[config.mk]
export PLATFORM = sky130hd
export DESIGN_NAME = dtl_trim_regs
export DESIGN_NICKNAME = d
export VERILOG_FILES = /design/src/logic/dtl_pkg.sv /design/src/logic/dtl_trim_regs.sv
export VERILOG_INCLUDE_DIRS = /design/src /design/src/logic
export SDC_FILE = /design/constraint.sdc
export NUM_CORES = 1
export LEC_CHECK = 0
export BUFFER_PORTS_ARGS = -buffer_cell sky130_fd_sc_hd__buf_2
export CORE_AREA = 3 3 72 101
export DETAILED_ROUTE_END_ITERATION = 10
export DIE_AREA = 0 0 75 104
export GPL_ROUTABILITY_DRIVEN = 1
export GPL_TIMING_DRIVEN = 0
export SLEW_MARGIN = 20
export SYNTH_ARGS = -nofsm -noshare
export SYNTH_HDL_FRONTEND = slang
export SYNTH_SLANG_ARGS = --single-unit
export TNS_END_PERCENT = 50
[constraint.sdc]
create_clock -name clk_i -period 2.1 [get_ports clk_i]
set_input_delay 0.315 -clock clk_i [delete_from_list [all_inputs] [get_ports clk_i]]
set_output_delay 0.315 -clock clk_i [all_outputs]
set_load 0.03 [all_outputs]
[src/logic/dtl_defs.svh]
// Purpose: Offsets, bit positions and reset values for the trim loader
// Assumes: Byte-wide registers, one per aligned 32-bit word
// Notes: Printed offsets are register indexes, byte address is index * 4
`ifndef DTL_DEFS_SVH
`define DTL_DEFS_SVH

`define DTL_IDX_TRIM_PORT 5'h1A
`define DTL_IDX_RESET 5'h1B
`define DTL_IDX_UNUSED_LO 5'h1C
`define DTL_IDX_UNUSED_HI 5'h1E
`define DTL_IDX_MODEL 5'h1F
`define DTL_IDX_TRIM0 5'h10
`define DTL_IDX_TRIM1 5'h11
`define DTL_BIT_SDATA 7
`define DTL_BIT_SCLK 0
`define DTL_BIT_FIFO_CLR 0
`define DTL_BIT_DIO_CLR 2
`define DTL_BIT_DAC_ZERO 3
`define DTL_BIT_GLOBAL 4
`define DTL_ENABLE_CODE 8'h80
`define DTL_END_CODE 8'h00
`define DTL_TRIM_RESET 8'h80
`define DTL_MODEL_VALUE 8'h01
`define DTL_ADDR_BITS 4'h2
`define DTL_FRAME_BITS 4'hA

`endif

[src/logic/dtl_pkg.sv]
// Purpose: Types shared by the trim loader
// Assumes: No constants; dtl_defs.svh is not included here
// Notes: Types only
package dtl_pkg;

    typedef enum logic [1:0] {
        DTL_IDLE = 2'b00,
        DTL_SHIFT = 2'b01,
        DTL_WAIT_END = 2'b10
    } dtl_state_e;

    typedef struct packed {
        logic sample_queue_clear;
        logic parallel_port_clear;
        logic analog_out_zero;
        logic global_clear;
    } dtl_clear_s;

    typedef logic [7:0] dtl_trim_t;

endpackage

[src/logic/dtl_trim_regs.sv]
// Purpose: Trim potentiometer serial loader, reset register, model register
// Assumes: Classic Wishbone slave, 32-bit data, one clock, sync reset
// Notes: Reads answer after one wait cycle; ack is registered
//
// Decided for this implementation: the Wishbone interface to the registers.
`timescale 1ns/1ps
`include "dtl_defs.svh"

module dtl_trim_regs #(
    parameter int NUM_POTS = 2
) (
    // Clock and reset
    input wire logic clk_i,
    input wire logic rst_i,
    // Wishbone slave
    input wire logic cyc_i,
    input wire logic stb_i,
    input wire logic we_i,
    input wire logic [7:0] adr_i,
    input wire logic [3:0] sel_i,
    input wire logic [31:0] dat_i,
    output logic [31:0] dat_o,
    output logic ack_o,
    // Trim and clear outputs
    output dtl_pkg::dtl_trim_t trim_gain_o [NUM_POTS],
    output dtl_pkg::dtl_clear_s clear_o,
    output logic config_default_o
);
    import dtl_pkg::*;

    dtl_state_e state;
    logic prev_sclk;
    logic [3:0] bit_cnt;
    logic [9:0] shreg;
    dtl_trim_t trim [NUM_POTS];
    logic req;
    logic wr_lane0;
    logic [4:0] idx;
    logic port_wr;
    logic rst_wr;
    logic sclk_bit;
    logic sdata_bit;
    logic sclk_rise;
    logic [7:0] wbyte;

    // Byte address bits 1:0 are ignored; registers sit on word boundaries
    assign idx = adr_i[6:2];
    assign req = cyc_i && stb_i && !ack_o;
    assign wr_lane0 = req && we_i && sel_i[0] && !adr_i[7];
    assign wbyte = dat_i[7:0];
    assign port_wr = wr_lane0 && (idx == `DTL_IDX_TRIM_PORT);
    assign rst_wr = wr_lane0 && (idx == `DTL_IDX_RESET);
    assign sclk_bit = wbyte[`DTL_BIT_SCLK];
    assign sdata_bit = wbyte[`DTL_BIT_SDATA];
    // Rising edge of the clock bit; the line idles low between writes
    assign sclk_rise = port_wr && sclk_bit && !prev_sclk;

    // Bus answer: one ack per request, dropped the cycle after
    always_ff @(posedge clk_i) begin
        if (rst_i) begin
            ack_o <= 1'b0;
        end else begin
            ack_o <= req;
        end
    end

    // Read mux; unused and write-only offsets read as zero
    always_ff @(posedge clk_i) begin
        if (rst_i) begin
            dat_o <= 32'h0000_0000;
        end else if (req && !we_i) begin
            dat_o <= 32'h0000_0000;
            if (!adr_i[7]) begin
                case (idx)
                    `DTL_IDX_MODEL: begin
                        dat_o[7:0] <= `DTL_MODEL_VALUE;
                    end
                    `DTL_IDX_TRIM0: begin
                        dat_o[7:0] <= trim[0];
                    end
                    `DTL_IDX_TRIM1: begin
                        dat_o[7:0] <= trim[NUM_POTS-1];
                    end
                    default: begin
                        dat_o[7:0] <= 8'h00;
                    end
                endcase
            end
        end
    end

    // Clock line falls back low after each port write, so every clocked
    // write of a load gives exactly one rising edge
    always_ff @(posedge clk_i) begin
        if (rst_i) begin
            prev_sclk <= 1'b0;
        end else begin
            prev_sclk <= port_wr && sclk_bit;
        end
    end

    // Serial frame sequencer
    always_ff @(posedge clk_i) begin
        if (rst_i) begin
            state <= DTL_IDLE;
            bit_cnt <= 4'h0;
            shreg <= 10'h000;
        end else if (port_wr) begin
            case (state)
                DTL_IDLE: begin
                    if (wbyte == `DTL_ENABLE_CODE) begin
                        state <= DTL_SHIFT;
                        bit_cnt <= 4'h0;
                    end
                end
                DTL_SHIFT: begin
                    if (sclk_rise) begin
                        // Address MSB first, then value D7..D0
                        shreg <= {shreg[8:0], sdata_bit};
                        bit_cnt <= bit_cnt + 4'h1;
                        if (bit_cnt == `DTL_FRAME_BITS - 4'h1) begin
                            state <= DTL_WAIT_END;
                        end
                    end else if (!sclk_bit && !sdata_bit) begin
                        // Early end byte abandons the frame
                        state <= DTL_IDLE;
                    end
                end
                DTL_WAIT_END: begin
                    // End byte may carry clock high; data low closes it
                    if (!sdata_bit) begin
                        state <= DTL_IDLE;
                    end
                end
                default: begin
                    state <= DTL_IDLE;
                end
            endcase
        end
    end

    // Pot registers; only gain trims exist, no offset pot
    generate
        for (genvar p = 0; p < NUM_POTS; p++) begin : g_pot
            always_ff @(posedge clk_i) begin
                if (rst_i) begin
                    trim[p] <= `DTL_TRIM_RESET;
                end else if (port_wr && state == DTL_WAIT_END &&
                        !sdata_bit && shreg[9:8] == 2'(p)) begin
                    trim[p] <= shreg[7:0];
                end
            end
            assign trim_gain_o[p] = trim[p];
        end
    endgenerate

    // Clear strobes, one cycle each; global bit fans out to all
    always_ff @(posedge clk_i) begin
        if (rst_i) begin
            clear_o <= '0;
            config_default_o <= 1'b0;
        end else begin
            clear_o.sample_queue_clear <= rst_wr &&
                (wbyte[`DTL_BIT_FIFO_CLR] ||
                 wbyte[`DTL_BIT_GLOBAL]);
            clear_o.parallel_port_clear <= rst_wr &&
                (wbyte[`DTL_BIT_DIO_CLR] ||
                 wbyte[`DTL_BIT_GLOBAL]);
            clear_o.analog_out_zero <= rst_wr &&
                (wbyte[`DTL_BIT_DAC_ZERO] ||
                 wbyte[`DTL_BIT_GLOBAL]);
            clear_o.global_clear <= rst_wr &&
                wbyte[`DTL_BIT_GLOBAL];
            config_default_o <= rst_wr &&
                wbyte[`DTL_BIT_GLOBAL];
        end
    end

    // Assertions
    ack_answer_a: assert property (
        @(posedge clk_i) disable iff (rst_i)
        req |=> ack_o)
        else $error("request not acknowledged");

    ack_pulse_a: assert property (
        @(posedge clk_i) disable iff (rst_i)
        ack_o |=> !ack_o)
        else $error("ack held longer than one cycle");

    model_read_a: assert property (
        @(posedge clk_i) disable iff (rst_i)
        (req && !we_i && !adr_i[7] && idx == `DTL_IDX_MODEL)
        |=> dat_o[7:0] == `DTL_MODEL_VALUE && dat_o[31:8] == 24'h0)
        else $error("model register read wrong");

    unused_read_a: assert property (
        @(posedge clk_i) disable iff (rst_i)
        (req && !we_i && idx >= `DTL_IDX_UNUSED_LO &&
         idx <= `DTL_IDX_UNUSED_HI) |=> dat_o == 32'h0)
        else $error("unused offset read nonzero");

    unused_write_a: assert property (
        @(posedge clk_i) disable iff (rst_i)
        (wr_lane0 && idx >= `DTL_IDX_UNUSED_LO &&
         idx <= `DTL_IDX_UNUSED_HI)
        |=> state == $past(state) && clear_o == '0 && !config_default_o)
        else $error("unused offset write had an effect");

    reset_quiet_a: assert property (
        @(posedge clk_i) disable iff (rst_i)
        (rst_wr && !wbyte[`DTL_BIT_FIFO_CLR] && !wbyte[`DTL_BIT_DIO_CLR] &&
         !wbyte[`DTL_BIT_DAC_ZERO] && !wbyte[`DTL_BIT_GLOBAL])
        |=> clear_o == '0 && !config_default_o)
        else $error("zero bits triggered a clear");

    fifo_clear_a: assert property (
        @(posedge clk_i) disable iff (rst_i)
        (rst_wr && wbyte[`DTL_BIT_FIFO_CLR])
        |=> clear_o.sample_queue_clear)
        else $error("fifo clear missing");

    dio_clear_a: assert property (
        @(posedge clk_i) disable iff (rst_i)
        $rose(clear_o.parallel_port_clear) |->
        $past(rst_wr) && ($past(wbyte[`DTL_BIT_DIO_CLR]) ||
        $past(wbyte[`DTL_BIT_GLOBAL])))
        else $error("dio clear without cause");

    dac_zero_a: assert property (
        @(posedge clk_i) disable iff (rst_i)
        (rst_wr && wbyte[`DTL_BIT_DAC_ZERO])
        |=> clear_o.analog_out_zero)
        else $error("dac zero missing");

    global_fan_a: assert property (
        @(posedge clk_i) disable iff (rst_i)
        clear_o.global_clear |-> clear_o.sample_queue_clear &&
        clear_o.parallel_port_clear && clear_o.analog_out_zero &&
        config_default_o)
        else $error("global clear incomplete");

    enable_start_a: assert property (
        @(posedge clk_i) disable iff (rst_i)
        (port_wr && state == DTL_IDLE && wbyte == `DTL_ENABLE_CODE)
        |=> state == DTL_SHIFT && bit_cnt == 4'h0)
        else $error("enable code not accepted");

    idle_ignore_a: assert property (
        @(posedge clk_i) disable iff (rst_i)
        (port_wr && state == DTL_IDLE && wbyte != `DTL_ENABLE_CODE)
        |=> state == DTL_IDLE)
        else $error("frame started without enable code");

    shift_edge_a: assert property (
        @(posedge clk_i) disable iff (rst_i)
        (state == DTL_SHIFT && sclk_rise)
        |=> shreg[0] == $past(sdata_bit))
        else $error("data bit not captured on clock rise");

    frame_len_a: assert property (
        @(posedge clk_i) disable iff (rst_i)
        (state == DTL_SHIFT && sclk_rise &&
         bit_cnt == `DTL_FRAME_BITS - 4'h1) |=> state == DTL_WAIT_END)
        else $error("frame did not close after ten bits");

    latch_end_a: assert property (
        @(posedge clk_i) disable iff (rst_i)
        (port_wr && state == DTL_WAIT_END && !sdata_bit &&
         shreg[9:8] == 2'b01) |=> trim[1] == $past(shreg[7:0]) &&
        state == DTL_IDLE)
        else $error("end write did not latch pot 1");

    latch_pot0_a: assert property (
        @(posedge clk_i) disable iff (rst_i)
        (port_wr && state == DTL_WAIT_END && !sdata_bit &&
         shreg[9:8] == 2'b00) |=> trim[0] == $past(shreg[7:0]) &&
        state == DTL_IDLE)
        else $error("end write did not latch pot 0");

    trim_hold_a: assert property (
        @(posedge clk_i) disable iff (rst_i)
        !(port_wr && state == DTL_WAIT_END)
        |=> trim[0] == $past(trim[0]) && trim[1] == $past(trim[1]))
        else $error("trim changed outside an end write");

endmodule

==> reports/qor.yml, run 1 <==
floorplan:
  ios: 103
  initial_core_util_pct: 33.98
  die_y_microns: 104
  die_x_microns: 75
  coreArea_sq_mm: 0.006525
  std_cell_rows: 35
  die_area_sq_mm: 0.007800
route:
  drt_iter0_drc: 56
  drc: 0
  drt-wirelength-per-cell_microns: 11.90
  dr.pass1.iters: 4
  vias: 1776
  ant_nets: 0
  wl_mm: 4.580
  via_per_inst: 4.613
placement:
  dpl_cell_area_sq_mm: 0.002641
  io_buffers: 47
  dp_hpwl_mm: 3.592
  gp_congestion: 0.7895
sta:
  finalCriticalPeriod_ps: 2090
  skew_ps: 10.10
  slew_violations: 0
  fin_tns_setup_ps: 0
  fmax_ghz: 0.4784
  slew_headroom_pct: 34.52
  rsz0062_at_grt: "yes"
  setup-violations-final: 0
  timing.final.hold_violations: 0
  worstMarginPinSlew_ps: 973.9
  fin_crit_sh_pct: 99.54
finish:
  seq_area_sq_mm: 0.001081
  drive_above_1_share_pct: 33.44
  antenna_cells: 0
  layout.nets: 361
  n_fill_cell: 654
  syn_to_final_growth_pct: 27.20
  multiInputGateArea_sq_mm: 0.001032
  design_area_sq_mm: 0.002820
grt:
  grt-ovfl-total: 0
  antenna_found_initial: 0
  grt_pass1_vias: 1712
  grt_start_max_net_pins: 17
  track_usage_pct: 12.23
  grt_first_pass_wirelength_mm: 7.624
clocking:
  cts_sinks: 46
  ctsHoldBuffers: 0
  cts-root-buf: "clkbuf_8"
  htree_levels: 2
  tritoncts: "yes"
  clkLatencyLatePin_ps: 300
  cts_buffers: 5
  clockBufferDepth: 2
  clk_pin_slew_worst_paths_ps: 90
synthesis:
  netlist.area_leader.share_pct: 27.09
  ys_types: 47
  synth_edf_count: 16
  synth_most_common_cell: "dfxtp_1"
  synth_warnings: 0
  yosys-top-cells-area: "dfxtp_1, edfxtp_1, buf_4, nand2_1, mux2_2"
  synth_common_cells: "dfxtp_1, nand2_1, buf_4"
  yosysSeqAreaShare_pct: 48.76
  postSynthCellCount: 232
  synth_largest_area_cell: "dfxtp_1"
  synth_area_sq_mm: 0.002217
  synth_flop_cell: "dfxtp_1"
  syn_avg_cell_area_sq_um: 9.557
  synth-seq-cells: 46
  synth_async_sr_flop_share_pct: 0
setup_path:
  critPathKind: "reg2reg"
  crit_required_ps: 2150
  path_max_fanout: 6
  end_kind: "flip-flop"
  cp-start-kind: "flip-flop"
  cp.arrival_ps: 2140
hold_path:
  hold_class: "in2reg"
flow_run:
  maxCapViolations: 0
pwr:
  power_leakage_nw: 1.171
  ir_worst_vdd_mv: 0.2434
  p_per_area_mw_per_mm2: 612.3
run_status:
  status: "complete, no violations"
state kept, by name, summed over array words and instances (netlist names):
name and count:
trim 16, shreg 10, dat_o 8, bit_cnt 4, clear_o 3, state 2
ack_o 1, config_default_o 1, prev_sclk 1
where the power goes:
part           total (mW)  switching (mW)  internal [mW]
Sequential          0.941         0.00688          0.934
Clock               0.553           0.313          0.240
Combinational       0.233           0.150         0.0830
Total                1.73           0.470           1.26
metal layers:
layer / vias up / part of all wire [%] / global-route usage [%]
met3: 6 / 4.0 / 2.031
met1: 806 / 38 / 12.90
met4: 0 / 1.7 / 4.580
met5: - / 0 / 0
li1: 917 / - / -
met2: 47 / 56 / 22.88
worst max-delay path, stage by stage, from the launching register on:
cell      delay [ps]
dfxtp_1          310
nand3b_1         250
or3_1            410
buf_2            190
or3_4            370
or3_1            310
final cells by class:
class	count	area share, %
flip-flops and latches	46	38.33
multi-input cells	171	36.60
repair buffers	49	9.760
plain buffers	35	8.429
well taps	74	3.283
clock buffers	5	2.440
clock inverters	3	0.8873
inverters	2	0.2662
cells by family after synthesis:
group	count (synthesis)	share of synthesized area [%]
AO/OA/AOI/OAI	36	10.61
other	1	0.1691
AND/OR/NAND/NOR	99	23.36
multiplexers	9	4.515
buffers and inverters	38	11.06
XOR/XNOR	1	0.3951
flip-flops	46	48.76
adder cells (fa/ha/maj)	2	1.128
path summary, 6_finish.rpt:
| check | start | end | slack [ps] | cells past startpoint |
|---|---|---|---|---|
| worst max-delay path | ack_o$_SDFF_PP0_ | trim[1][7]$_SDFFCE_PN1P_ | 10 | 5 |
| worst min-delay path | dat_i[2] | clear_o[2]$_SDFF_PP0_ | 240 | 3 |
| worst max register to register | ack_o$_SDFF_PP0_ | trim[1][7]$_SDFFCE_PN1P_ | 10 | 5 |
| worst min register to register | shreg[9]$_SDFFE_PP0P_ | shreg[9]$_SDFFE_PP0P_ | 460 | 2 |
placed cells by master (no fill, tap or decap), types with 3 or more instances in the layout:
cell	instances
nor2_1	21
dfxtp_1	30
nand2_1	29
buf_2	48
mux2_2	8
edfxtp_1	16
buf_4	26
a22oi_1	7
clkbuf_1	7
or3_1	4
nand2b_1	3
and2_1	14
a21oi_1	11
conb_1	24
and3_1	3
clkbuf_8	5
nand3b_1	3
nor2_2	3
per-stage QoR:
stage	util, %	hold WS (ps)	total power, mW	setup WS [ps]	instances
floorplan	-	430.8	1.131	-162.8	255
global placement	40.40	452.3	1.180	-429.2	376
detailed placement	40.48	459.3	1.183	-163.1	376
CTS	42.36	231.1	1.741	14.35	384
global route	43.22	245.8	1.803	-78.41	385
finish	43.22	238.7	1.727	9.672	385
what timing repair did:
action / CTS / global route
resized for setup: 6 / 6
setup buffers: 0 / 2
pin swaps: 0 / 1
setup endpoints to repair: 30 / 45
endpoints found under the hold margin: 0 / 0
(Power assumes the default switching activity.)
==> inputs of run 2 (changes only) <==
- PLACE_DENSITY: not set -> 0.68
==> run 2 against run 1 <==
The run now ends with negative setup slack left. First-iteration DRC count rose by 23%. Sequential power barely moved. Cell count did not move. Register-to-register slack got worse by 30 ps. Setup slack got worse by 31 ps. Maximum frequency fell by 1.5%. Critical path type unchanged. Largest cell class unchanged. Largest power group unchanged.
==> reports/qor.yml, run 2 (synthesized netlist as in run 1, its figures left out) <==
placement:
  pre_cts_ws_ps: -434.0  # -271.0 ps
  place_inst: 376  # unchanged
  gp_congestion: 0.8418  # +6.6%
  dp_hpwl_mm: 3.657  # +1.8%
  io_buffers: 47  # unchanged
clocking:
  clk_pin_slew_worst_paths_ps: 90  # about the same
  cts_sinks: 46  # unchanged
  cts_buffers: 5  # unchanged
  tritoncts: "yes"
  ctsHoldBuffers: 0  # unchanged
  cts-root-buf: "clkbuf_8"
  clockBufferDepth: 2  # unchanged
  htree_levels: 2  # unchanged
  clkLatencyLatePin_ps: 300  # about the same
floorplan:
  die_y_microns: 104  # unchanged
  initial_core_util_pct: 33.98  # unchanged
  die_area_sq_mm: 0.007800  # unchanged
  ios: 103  # unchanged
  std_cell_rows: 35  # unchanged
  coreArea_sq_mm: 0.006525  # unchanged
  die_x_microns: 75  # unchanged
route:
  vias: 1813  # +2.1%
  drt-wirelength-per-cell_microns: 12.43  # +4.5%
  wl_mm: 4.786  # +4.5%
  drt_iter0_drc: 69  # +23%
  drc: 0  # unchanged
  via_per_inst: 4.709  # +2.1%
  ant_nets: 0  # unchanged
  dr.pass1.iters: 4  # unchanged
sta:
  worstMarginPinSlew_ps: 967.7  # -6.121 ps
  setup-violations-final: 2  # +2
  fin_tns_setup_ps: -24.15  # -24.15 ps
  whs_ps: 235.4  # -3.269 ps
  slew_headroom_pct: 34.93  # +0.41 points
  setup_slack_ps: -21.78  # -31.45 ps
  slew_violations: 0  # unchanged
  timing.final.hold_violations: 0  # unchanged
  rsz0062_at_grt: "yes"
  fin_crit_sh_pct: 101.0  # +1.5 points
  finalCriticalPeriod_ps: 2122  # +31.45 ps
  skew_ps: 4.889  # -5.211 ps
  fmax_ghz: 0.4713  # -1.5%
setup_path:
  path_max_fanout: 6  # unchanged
  rr_startpoint: "ack_o$_SDFF_PP0_"
  end_kind: "flip-flop"
  cp-start-kind: "flip-flop"
  cp.arrival_ps: 2170  # +30 ps
  cp-startpoint: "ack_o$_SDFF_PP0_"
  crit_required_ps: 2150  # about the same
  critPathKind: "reg2reg"
grt:
  antenna_found_initial: 0  # unchanged
  grt_start_max_net_pins: 15  # -2
  grt-ovfl-total: 0  # unchanged
  track_usage_pct: 11.87  # -0.36 points
  grt_pass1_vias: 1604  # -6.3%
  grt_first_pass_wirelength_mm: 7.293  # -4.3%
hold_path:
  hold_class: "in2reg"
  min_from: "dat_i[2]"
pwr:
  power_leakage_nw: 1.154  # -1.5%
  power_mw: 1.712  # -0.88%
  p_per_area_mw_per_mm2: 612.4  # about the same
  ir_worst_vdd_mv: 0.2807  # +15%
finish:
  layout.nets: 361  # unchanged
  syn_to_final_growth_pct: 26.07
  drive_above_1_share_pct: 33.12  # -0.32 points
  fin_cells: 385  # unchanged
  regMostFlops: "trim"
  top_regs: "trim x16, shreg x10, dat_o x8"
  layout_commonest_cell: "buf_2"
  final_cell_mix: "buf_2, dfxtp_1, nand2_1"
  antenna_cells: 0  # unchanged
  largest_reg_flops: 16  # unchanged
run_status:
  status: "finished with violations"
  failed_checks: "negative setup slack"
flow_run:
  maxCapViolations: 0  # unchanged
-- run 2: cell types whose count changed in the layout (fill, tap and decap cells not counted), sizes merged --
cell	previous run	this run
clkbuf	12	14
buf	77	76
clkinv	1	2
clkinvlp	1	0
inv	3	2
-- run 2: report_power, final --
part           internal, mW  switching [mW]  total [mW]
sequential            0.934         0.00726       0.941
combinational        0.0806           0.150       0.231
clock                 0.235           0.304       0.539
total                  1.25           0.462        1.71
-- run 2: what timing repair did --
action | CTS | global route
setup endpoints to repair | 30 | 44
setup buffers | 0 | 2
gates resized for setup | 4 | 9
pin swaps | 0 | 1
-- run 2: worst paths after layout --
kind         cells after the start                  endpoint  slack, ps
max reg2reg                      5  trim[1][7]$_SDFFCE_PN1P_        -20
min reg2reg                      2     shreg[9]$_SDFFE_PP0P_        460
min                              3     clear_o[2]$_SDFF_PP0_        240
max                              5  trim[1][7]$_SDFFCE_PN1P_        -20
-- run 2: layout make-up --
type | count | area, sq um
buffer | 35 | 239.0
clock inverter | 2 | 13.76
inverter | 2 | 7.507
sequential | 46 | 1081
multi-input combinational | 171 | 1026
fill | 647 | 3730
timing repair buffer | 49 | 262.8
clock buffer | 6 | 72.57
tap | 74 | 92.59
-- run 2: per-stage QoR --
step,instance area (sq um),utilization [%]
floorplan,2308,-
global placement,2636,40.40
detailed placement,2636,40.40
CTS,2740,41.99
global route,2795,42.84
finish,2795,42.84
-- run 2: metal layers --
layer	global-route usage (%)	vias up	wire length, microns
li1	-	912	-
met3	1.547	8	229
met5	0	-	0
met4	4.580	0	82
met2	22.19	57	2689
met1	12.73	836	1784
-- run 2: critical path: stages, from the launching register on --
cell and delay, ps:
dfxtp_1 310, nand3b_1 260, or3_1 410, buf_2 190, or3_4 380, or3_1 330
